`src/inc/gdc_map.svh`:
```
// timing and field constants for the gate driver host controller
`ifndef GDC_MAP_SVH
`define GDC_MAP_SVH
`define GDC_CLK_PERIOD_PS 4000
`define GDC_MUTE_TIME_NS 20000
`define GDC_MUTE_CYCLES ((`GDC_MUTE_TIME_NS * 1000) / `GDC_CLK_PERIOD_PS)
`define GDC_DEGLITCH_NS 40
`define GDC_DEGLITCH_CYCLES \
	(((`GDC_DEGLITCH_NS * 1000) + `GDC_CLK_PERIOD_PS - 1) / `GDC_CLK_PERIOD_PS)
`define GDC_RST_PULSE_CYCLES (2 * `GDC_DEGLITCH_CYCLES)
`define GDC_CNT_W 16
`define GDC_MODE_MANUAL 2'h0
`define GDC_MODE_AUTO_NONINV 2'h1
`define GDC_MODE_AUTO_INV 2'h2
`endif

```
`src/inc/gdc_pkg.sv`:
```
// types for the gate driver host controller
package gdc_pkg;
	typedef enum logic [3:0] {
		GDC_OFF = 4'h1,
		GDC_RUN = 4'h2,
		GDC_MUTE = 4'h4,
		GDC_CLEAR = 4'h8
	} gdc_state_t;
	typedef logic [1:0] gdc_mode_t;
endpackage : gdc_pkg

```
`src/verilog/gdc_host_ctrl.sv`:
```
// host side controller driving the isolated gate driver pins
// Behaviour
// [RULE_01] fault and ready flags are open-drain; fault is low active, ready is high active
// [RULE_02] reset/enable floats low: driver off by default
// [RULE_03] controller drives reset/enable high to enable
// [RULE_04] reset/enable low keeps gate off always
// [RULE_05] fault latches gate and flag low until reset
// [RULE_06] clear pulse only after fault mute interval
// [RULE_07] auto reset: tie noninverting pwm to reset/enable
// [RULE_08] auto reset inverting: invert pwm into reset/enable
// [RULE_09] driver accepts reset every switching cycle
// [RULE_10] clamp holds gate low below threshold
// [RULE_11] clamp output driven when pullup below threshold
// [RULE_12] clamp path delay must exceed deadtime
// [RULE_13] both pwm inputs high forces gate low
// [RULE_14] pulses under 40 ns are ignored
// [RULE_15] undervoltage pulls gate low, ready flag drops
// [RULE_16] fault flag latched low until reset
// [RULE_17] gate high only noninv high, inv low
// [RULE_18] clamp released while gate commanded high
`timescale 1ns/1ps
`default_nettype none
`include "gdc_map.svh"
module gdc_host_ctrl
	import gdc_pkg::*;
(
	// clock and reset
	input wire logic mclk_in,
	input wire logic srst_in,
	// user commands
	input wire logic enable_in,
	input wire logic pwm_in,
	input wire logic pwm_b_in,
	input wire logic [1:0] mode_in,
	input wire logic clear_req_in,
	// driver flags (open-drain lines, already resolved)
	input wire logic fault_flag_n_in,
	input wire logic ready_in,
	// driver input pins
	output logic drv_pwm_pos_out,
	output logic drv_pwm_neg_out,
	output logic drv_rst_en_out,
	// user status
	output logic fault_out,
	output logic supply_ok_out,
	output logic clear_busy_out,
	output logic clear_done_out
);
	////////////////////////////////////////////////////////////////////
	gdc_state_t st_q, st_d;
	logic pos_q, neg_q, rsten_q, rsten_d;
	logic fault_q, rdy_q, done_q;
	logic timer_load;
	logic [`GDC_CNT_W-1:0] timer_cnt;
	logic timer_done;
	wire fault_seen = ~fault_flag_n_in; // [RULE_16]
	wire auto_mode = (mode_in != `GDC_MODE_MANUAL);
	// auto modes derive reset/enable from pwm, so no timed clear is needed
	wire auto_level = (mode_in == `GDC_MODE_AUTO_INV) ? ~pwm_b_in
		: pwm_in; // [RULE_07] [RULE_08]
	wire start_mute = (st_q == GDC_RUN) && fault_seen && !auto_mode;
	wire start_clr = (st_q == GDC_MUTE) && timer_done && clear_req_in;
	assign timer_load = start_mute || start_clr;
	assign timer_cnt = start_mute ? `GDC_CNT_W'(`GDC_MUTE_CYCLES)
		: `GDC_CNT_W'(`GDC_RST_PULSE_CYCLES); // [RULE_06] [RULE_14]
	gdc_pulse_timer u_timer (
		.mclk_in(mclk_in),
		.srst_in(srst_in),
		.load_in(timer_load),
		.count_in(timer_cnt),
		.done_out(timer_done)
	);
	////////////////////////////////////////////////////////////////////
	always_comb begin
		st_d = st_q;
		rsten_d = 1'b0;
		case (st_q)
			GDC_OFF: begin
				if (enable_in) begin
					st_d = GDC_RUN;
				end
			end
			GDC_RUN: begin
				rsten_d = auto_mode ? auto_level : 1'b1; // [RULE_03] [RULE_09]
				if (!enable_in) begin
					// drop at once so the pin is never high while off [RULE_04]
					st_d = GDC_OFF;
					rsten_d = 1'b0;
				end else if (start_mute) begin
					st_d = GDC_MUTE;
					rsten_d = 1'b1;
				end
			end
			GDC_MUTE: begin
				rsten_d = 1'b1; // held high until a clear request after the mute time [RULE_06]
				if (!enable_in) begin
					st_d = GDC_OFF;
					rsten_d = 1'b0;
				end else if (start_clr) begin
					st_d = GDC_CLEAR;
					rsten_d = 1'b0;
				end
			end
			GDC_CLEAR: begin
				rsten_d = 1'b0; // low pulse longer than deglitch [RULE_14]
				if (timer_done) begin
					st_d = enable_in ? GDC_RUN : GDC_OFF;
					rsten_d = enable_in;
				end
			end
			default: begin
				st_d = GDC_OFF;
			end
		endcase
	end
	always_ff @(posedge mclk_in) begin
		if (srst_in) begin
			st_q <= GDC_OFF;
			rsten_q <= 1'b0; // [RULE_02]
			pos_q <= 1'b0;
			neg_q <= 1'b0;
			fault_q <= 1'b0;
			rdy_q <= 1'b0;
			done_q <= 1'b0;
		end else begin
			st_q <= st_d;
			rsten_q <= rsten_d;
			// no gate request while off, muted or clearing [RULE_04] [RULE_05]
			pos_q <= pwm_in && (st_d == GDC_RUN);
			neg_q <= pwm_b_in;
			fault_q <= fault_seen; // [RULE_01] [RULE_16]
			rdy_q <= ready_in; // [RULE_15]
			done_q <= (st_q == GDC_CLEAR) && timer_done;
		end
	end
	assign drv_pwm_pos_out = pos_q; // [RULE_17]
	assign drv_pwm_neg_out = neg_q; // [RULE_13]
	assign drv_rst_en_out = rsten_q;
	assign fault_out = fault_q;
	assign supply_ok_out = rdy_q;
	assign clear_busy_out = (st_q == GDC_MUTE) || (st_q == GDC_CLEAR);
	assign clear_done_out = done_q;
	////////////////////////////////////////////////////////////////////
	// checks
	a_off_low: assert property (@(posedge mclk_in) disable iff (srst_in)
		(st_q == GDC_OFF) |-> !drv_rst_en_out) // [RULE_02]
		else $error("reset/enable high while off");
	a_off_gate: assert property (@(posedge mclk_in) disable iff (srst_in)
		(st_q == GDC_OFF) |=> !drv_pwm_pos_out || st_q == GDC_RUN) // [RULE_04]
		else $error("gate request while off");
	a_mute_hold: assert property (@(posedge mclk_in) disable iff (srst_in)
		(st_q == GDC_MUTE) && !timer_done |-> drv_rst_en_out) // [RULE_06]
		else $error("clear pulse inside mute time");
	a_clear_len: assert property (@(posedge mclk_in) disable iff (srst_in)
		$rose(st_q == GDC_CLEAR) |-> !drv_rst_en_out [*8]) // [RULE_14]
		else $error("clear pulse too short");
	a_fault_seen: assert property (@(posedge mclk_in) disable iff (srst_in)
		!fault_flag_n_in |=> fault_out) // [RULE_16]
		else $error("fault not reported");
	a_ready_seen: assert property (@(posedge mclk_in) disable iff (srst_in)
		ready_in |=> supply_ok_out) // [RULE_15]
		else $error("ready not reported");
	a_auto_follow: assert property (@(posedge mclk_in) disable iff (srst_in)
		(st_q == GDC_RUN) && enable_in && mode_in == `GDC_MODE_AUTO_NONINV
		|=> drv_rst_en_out == $past(pwm_in)) // [RULE_07]
		else $error("auto reset not following pwm");
	a_auto_inv: assert property (@(posedge mclk_in) disable iff (srst_in)
		(st_q == GDC_RUN) && enable_in && mode_in == `GDC_MODE_AUTO_INV
		|=> drv_rst_en_out == !$past(pwm_b_in)) // [RULE_08]
		else $error("auto reset not inverting pwm");
	c_enable: cover property (@(posedge mclk_in) st_q == GDC_RUN);
	c_mute: cover property (@(posedge mclk_in) st_q == GDC_MUTE);
	c_clear: cover property (@(posedge mclk_in) clear_done_out);
endmodule : gdc_host_ctrl
`default_nettype wire

```
`src/verilog/gdc_pulse_timer.sv`:
```
// down counter: loads a count, flags done when it reaches zero
`timescale 1ns/1ps
`default_nettype none
`include "gdc_map.svh"
module gdc_pulse_timer (
	// clock and reset
	input wire logic mclk_in,
	input wire logic srst_in,
	// control
	input wire logic load_in,
	input wire logic [`GDC_CNT_W-1:0] count_in,
	// status
	output logic done_out
);
	logic [`GDC_CNT_W-1:0] cnt_q;
	always_ff @(posedge mclk_in) begin
		if (srst_in || load_in) begin
			cnt_q <= srst_in ? '0 : count_in;
		end else if (cnt_q != '0) begin
			cnt_q <= cnt_q - 1'b1;
		end
	end
	assign done_out = (cnt_q == '0);
endmodule : gdc_pulse_timer
`default_nettype wire

```
`config.mk`:
```
export PLATFORM = sky130hd
export DESIGN_NAME = gdc_host_ctrl
export DESIGN_NICKNAME = d
export VERILOG_FILES = /design/src/inc/gdc_pkg.sv /design/src/verilog/gdc_host_ctrl.sv /design/src/verilog/gdc_pulse_timer.sv
export VERILOG_INCLUDE_DIRS = /design/src /design/src/inc
export SDC_FILE = /design/constraint.sdc
export NUM_CORES = 1
export LEC_CHECK = 0
export BUFFER_PORTS_ARGS = -buffer_cell sky130_fd_sc_hd__clkbuf_2
export CORE_UTILIZATION = 40
export DETAILED_ROUTE_END_ITERATION = 10
export PLACE_DENSITY = 0.61
export REMOVE_ABC_BUFFERS = 1
export SYNTH_ARGS = -nofsm -noshare
export SYNTH_HDL_FRONTEND = slang
export SYNTH_HIERARCHICAL = 1
export SYNTH_SLANG_ARGS = --single-unit
```
`constraint.sdc`:
```
create_clock -name mclk_in -period 2.8 [get_ports mclk_in]
set_input_delay 0.28 -clock mclk_in [delete_from_list [all_inputs] [get_ports mclk_in]]
set_output_delay 0.28 -clock mclk_in [all_outputs]
set_load 0.005 [all_outputs]
```
# ---- Word-level counts from Yosys, hierarchy flattened
# Index checks and enable logic that the tools add are counted.
dict set report op_classes {
  addsub 1
  eq_ne 6
  mux 20
  bitwise 2
  n_reduce_logical 14
}
# op n
set ops {}
lappend ops {{16-bit 2-to-1 mux} 2}
lappend ops {{13-bit 2-to-1 mux} 2}
lappend ops {{4-bit 2-to-1 mux} 6}
lappend ops {{16-bit zero test} 1}
lappend ops {{4-bit one-hot mux with 4 select lines} 1}
lappend ops {{16-bit nonzero test} 1}
lappend ops {{16-bit by 1-bit subtractor with 16-bit output (second input constant)} 1}
lappend ops {{4-bit by 2-bit == test with 1-bit output (second input constant)} 2}
lappend ops {{1-bit 2-to-1 mux} 7}
lappend ops {{1-bit logical AND} 6}
lappend ops {{4-bit by 1-bit == test with 1-bit output (second input constant)} 1}
lappend ops {{4-bit by 3-bit == test with 1-bit output (second input constant)} 1}
lappend ops {{4-bit == test (second input constant)} 1}
lappend ops {{2-bit nonzero test} 2}
lappend ops {{1-bit logical OR} 3}
lappend ops {{1-bit one-hot mux with 3 select lines} 1}
lappend ops {{2-bit == test (second input constant)} 1}
lappend ops {{2-bit 2-to-1 mux} 1}
lappend ops {{1-bit NOT} 2}
lappend ops {{1-bit zero test} 1}
dict set report word_totals {
  reg_bits 26
  inputBits 10
  out_inout_bits 7
  word_cells 51
}

# ---- Logic depth before layout (Yosys ltp)
dict set report logic_depth {
  ltp_word 8
  ltp_mapped 11
  ltp_nobuf 9
}

# ---- Hierarchy
# Netlist, hierarchy kept.
# mod instances cells_each area_each_um2 seq_area_each_um2
set by_module_without_submodules {}
lappend by_module_without_submodules {gdc_pulse_timer 1 109 1061.0 480.5}
lappend by_module_without_submodules {gdc_host_ctrl 1 52 447.9 200.2}

# ---- Worst setup path before layout
# No wires, ideal clock.
dict set report synth_timing {
  path_kind {register to register}
  start {reg u_timer.cnt_q[4]}
  end {reg u_timer.cnt_q[1] (data pin)}
  setup_time_ps 266
  arrival_ps 2505
  required_ps 2534
  slack_ps 30
  path_stages_with_launch 11
  n_path_buf 2
  synth_period_minus_slack_ps 2770
  cell_sequence {edfxtp_1 -> nor4_4 -> nand2_1 -> nor3_1 -> nand3_1 -> nand2_1 -> clkbuf_1 -> clkbuf_1 -> nor2_1 -> a21oi_1 -> nor2_1}
}
dict set report synth_via {
  elab_chain_cells 6
}
# element line
set synth_rtl {}
lappend synth_rtl {{start, declared} gdc_pulse_timer.sv:15} ;# logic [`GDC_CNT_W-1:0] cnt_q;
lappend synth_rtl {{start signal, assigned} gdc_pulse_timer.sv:18} ;# cnt_q <= srst_in ? '0 : count_in;
lappend synth_rtl {{start signal, assigned} gdc_pulse_timer.sv:20} ;# cnt_q <= cnt_q - 1'b1;
lappend synth_rtl {{16-bit zero test} gdc_pulse_timer.sv:23} ;# assign done_out = (cnt_q == '0);
lappend synth_rtl {{via timer_done} gdc_host_ctrl.sv:55} ;# logic timer_done;
lappend synth_rtl {{1-bit logical AND (2 in a row)} gdc_host_ctrl.sv:62} ;# wire start_clr = (st_q == GDC_MUTE) && timer_done && clear_req_in;
lappend synth_rtl {{1-bit logical OR} gdc_host_ctrl.sv:63} ;# assign timer_load = start_mute || start_clr;
lappend synth_rtl {{via timer_load} gdc_host_ctrl.sv:53} ;# logic timer_load;
lappend synth_rtl {{1-bit logical OR} gdc_pulse_timer.sv:17} ;# if (srst_in || load_in) begin
lappend synth_rtl {{16-bit 2-to-1 mux} gdc_pulse_timer.sv:17}
# The timed path passes the listed nets, and every way through them passes these cells.
# A chain may end at the register's enable or synchronous reset.

# ---- Worst setup path in the final report
dict set report layout_timing {
  start {reg st_q[2]}
  end {reg u_timer.cnt_q[15] (data pin)}
}
dict set report layout_via {
  elab_chain_cells 6
  word_cells_on_any_way 9
  classes_between {eq/ne (2); mux (1); reduce/logical (6)}
}
# element line
set layout_rtl {}
lappend layout_rtl {{start, declared} gdc_host_ctrl.sv:50} ;# gdc_state_t st_q, st_d;
lappend layout_rtl {{start signal, assigned} gdc_host_ctrl.sv:126} ;# st_q <= st_d;
lappend layout_rtl {{4-bit by 2-bit == test with 1-bit output / 4-bit by 3-bit == test with 1-bit output (equally long branches)} {gdc_host_ctrl.sv:61, gdc_host_ctrl.sv:62}}
lappend layout_rtl {{1-bit logical AND, on equally long branches (2 in a row)} {gdc_host_ctrl.sv:61, gdc_host_ctrl.sv:62}}
lappend layout_rtl {{1-bit logical OR *} gdc_host_ctrl.sv:63}
lappend layout_rtl {{via timer_load} gdc_host_ctrl.sv:53}
lappend layout_rtl {{1-bit logical OR *} gdc_pulse_timer.sv:17}
lappend layout_rtl {{16-bit 2-to-1 mux *} gdc_pulse_timer.sv:17}
# Mark *: on every way through the listed nets, which the timed path passes. The rest lies on a longest branch.

==> results.ini <==
[outcome]
status = complete, no violations

[synth]
syn_avg_cell_area_um2 = 9.37
synth-seq-cells = 26
dominantRegCellSynth = edfxtp_1
synth_top_area_cell = edfxtp_1
ys_seq_area_frac = 0.451
synth_edf_count = 16
synthesis.instances = 161
netlist.area_leader.share = 0.318
synth_warnings = 6
ys_types = 46
synthArstFlopShare = 0
yosysMostFrequentCell = nor2_1
ys_top_cells_by_count = 17 x nor2_1, 16 x edfxtp_1, 15 x a21oi_1
synth_area_leaders = edfxtp_1 32%, dfxtp_1 13%, xnor2_1 5.2%
synth_area_mm2 = 0.00151

[pwr]
leakage_nw = 0.719
p_per_area_mw_per_mm2 = 900
report.power.total_mw = 1.58
ir_drop_mv = 0.427

[hold_path]
min_to = fault_out
hp-class = in2reg
holdPathStages = 2
worstHoldStart = fault_flag_n_in

[die]
die_h_um = 63.4
io_pins = 17
die_w_um = 63.4
dieArea_mm2 = 0.00402
core_mm2 = 0.00347
initial_utilization = 0.435
rows = 21

[clock_tree]
clk_latency_ns = 0.27
cts_resized = 0
clock_sinks = 26
hold_buffers = 0
ctsRootBufferMaster = clkbuf_8
cts_inserted_buffers = 3
htree_levels = 1
tritoncts = yes
cts_max_path_buffers = 2
clk_pin_slew_worst_paths_ns = 0.08
post_cts_buffers = 0

[sta]
slew_viol_final = 0
min_period_ns = 2.44
worst_pin_slew_ns = 0.634
max_slew_margin = 0.572
finalSetupViolCount = 0
hold_viol = 0
min_period_over_period = 0.870
rsz0062_at_grt = false
whs_ns = 0.196
fin_worst_skew_ns = 0.00722
fmaxAchievable_mhz = 411

[critical_path]
worstRegToRegCells = 7
critical_path_class = reg2reg
critPathCaptureType = flop
critPathLaunchType = flop
rrSetupSlack_ns = 0.36
r2r_start = st_q[2]
worstPathMaxFanout = 10
crit_arrival_ns = 2.46
worstReg2RegEnd = u_timer/cnt_q[15]
required_ns = 2.82

[detailed_routing]
drt-total-wl_um = 2930
first_pass_iters = 4
drc = 0
first_iter_violations = 73
avgViaCountPerCell = 5.24
dr_total_vias = 1242
wl_per_cell_um = 12.4
ant_nets = 0

[finish]
layout.nets = 203
drive_gt1_frac = 0.199
fin_area_mm2 = 0.00176
final_core_util = 0.507
synthToLayoutAreaGrowth_pct = 16.5
fin_cells = 237
antennaDiodeCount = 0

[global_routing]
grt_pass1_vias = 1249
gr-usage-all-layers = 0.170
grt_max_degree = 24
antenna_found_initial = 0
grt_pass1_wl_um = 5420
overflow = 0

[place]
dpl_cell_area_mm2 = 0.00171
place.gp.congestion = 0.828
dp_hpwl_um = 2150
numPortBuffers = 16
place_inst = 233

[run]
drv_cap = 0

-- registers in the layout, indices dropped and copies added (netlist names) --
signal	count
drv_rst_en_out	1
u_timer/cnt_q	16
supply_ok_out	1
clear_done_out	1
drv_pwm_neg_out	1
st_q	4
drv_pwm_pos_out	1
fault_out	1
-- layer usage --
| layer | vias up | wire, um | GRT usage |
|---|---|---|---|
| met3 | 4 | 100 | 0.0290 |
| met2 | 19 | 1360 | 0.279 |
| met1 | 587 | 1440 | 0.224 |
| met5 | - | 0 | 0 |
| met4 | 0 | 34 | 0.0597 |
| li1 | 632 | - | - |
-- cells in the final DEF, fill, tap and decap left out, drive strengths merged, types with 3 or more instances in the layout --
| cell type | n |
|---|---|
| a21oi | 16 |
| buf | 8 |
| clkbuf | 20 |
| conb | 9 |
| dfxtp | 10 |
| edfxtp | 16 |
| inv | 14 |
| nand2 | 11 |
| nand3 | 4 |
| nor2 | 17 |
| nor2b | 3 |
| nor3 | 6 |
| nor4 | 3 |
| o21a | 7 |
| o21ai | 4 |
| xnor2 | 9 |
-- critical path: stages, from the launching register on --
cell and delay, ns:
dfxtp_1 0.35, or4b_1 0.57, or4_1 0.45, nand2_1 0.12, buf_4 0.17, or2_2 0.15, nor4_1 0.05, or3_1 0.33
-- how the worst max path moves through the flow --
stage                      from                end  cells after the start
3_3_place_gp            st_q[2]  u_timer/cnt_q[15]                      7
2_1_floorplan  u_timer/cnt_q[4]  u_timer/cnt_q[15]                      8
6_report                st_q[2]  u_timer/cnt_q[15]                      7
4_1_cts                 st_q[1]  u_timer/cnt_q[15]                      7
3_5_place_dp            st_q[2]  u_timer/cnt_q[15]                      7
5_1_grt        u_timer/cnt_q[7]  u_timer/cnt_q[15]                      9
-- stage by stage --
stage | worst slack, ns | setup TNS [ns]
global placement | 0.432 | 0
floorplan | -0.327 | -5.26
CTS | 0.364 | 0
global route | 0.149 | 0
detailed placement | 0.379 | 0
finish | 0.364 | 0
-- cells by family (layout without fill, tap and decap cells) --
group | after synthesis | in the layout | synth area share
other cells | 1 | 9 | 0.00249
simple gates | 62 | 62 | 0.250
compound gates | 39 | 39 | 0.167
xor+xnor | 10 | 10 | 0.0580
buf+inv | 20 | 42 | 0.0506
mux | 2 | 2 | 0.0133
fa+ha+maj | 1 | 1 | 0.00829
flops | 26 | 26 | 0.451
-- report_power, final --
group / leakage, nW / internal [mW] / switching [mW]
clock: 0.0228 / 0.102 / 0.116
sequential: 0.271 / 0.561 / 0.124
combinational: 0.426 / 0.340 / 0.338
total: 0.719 / 1.00 / 0.578
-- cell type report --
class / count / area, um2
clock buffers: 4 / 45.0
multi-input cells: 123 / 782
fillers: 340 / 1710
flip-flops and latches: 26 / 681
repair buffers: 24 / 140
well taps: 46 / 57.6
inverters: 14 / 52.6
Power figures use the tool's default switching activity.
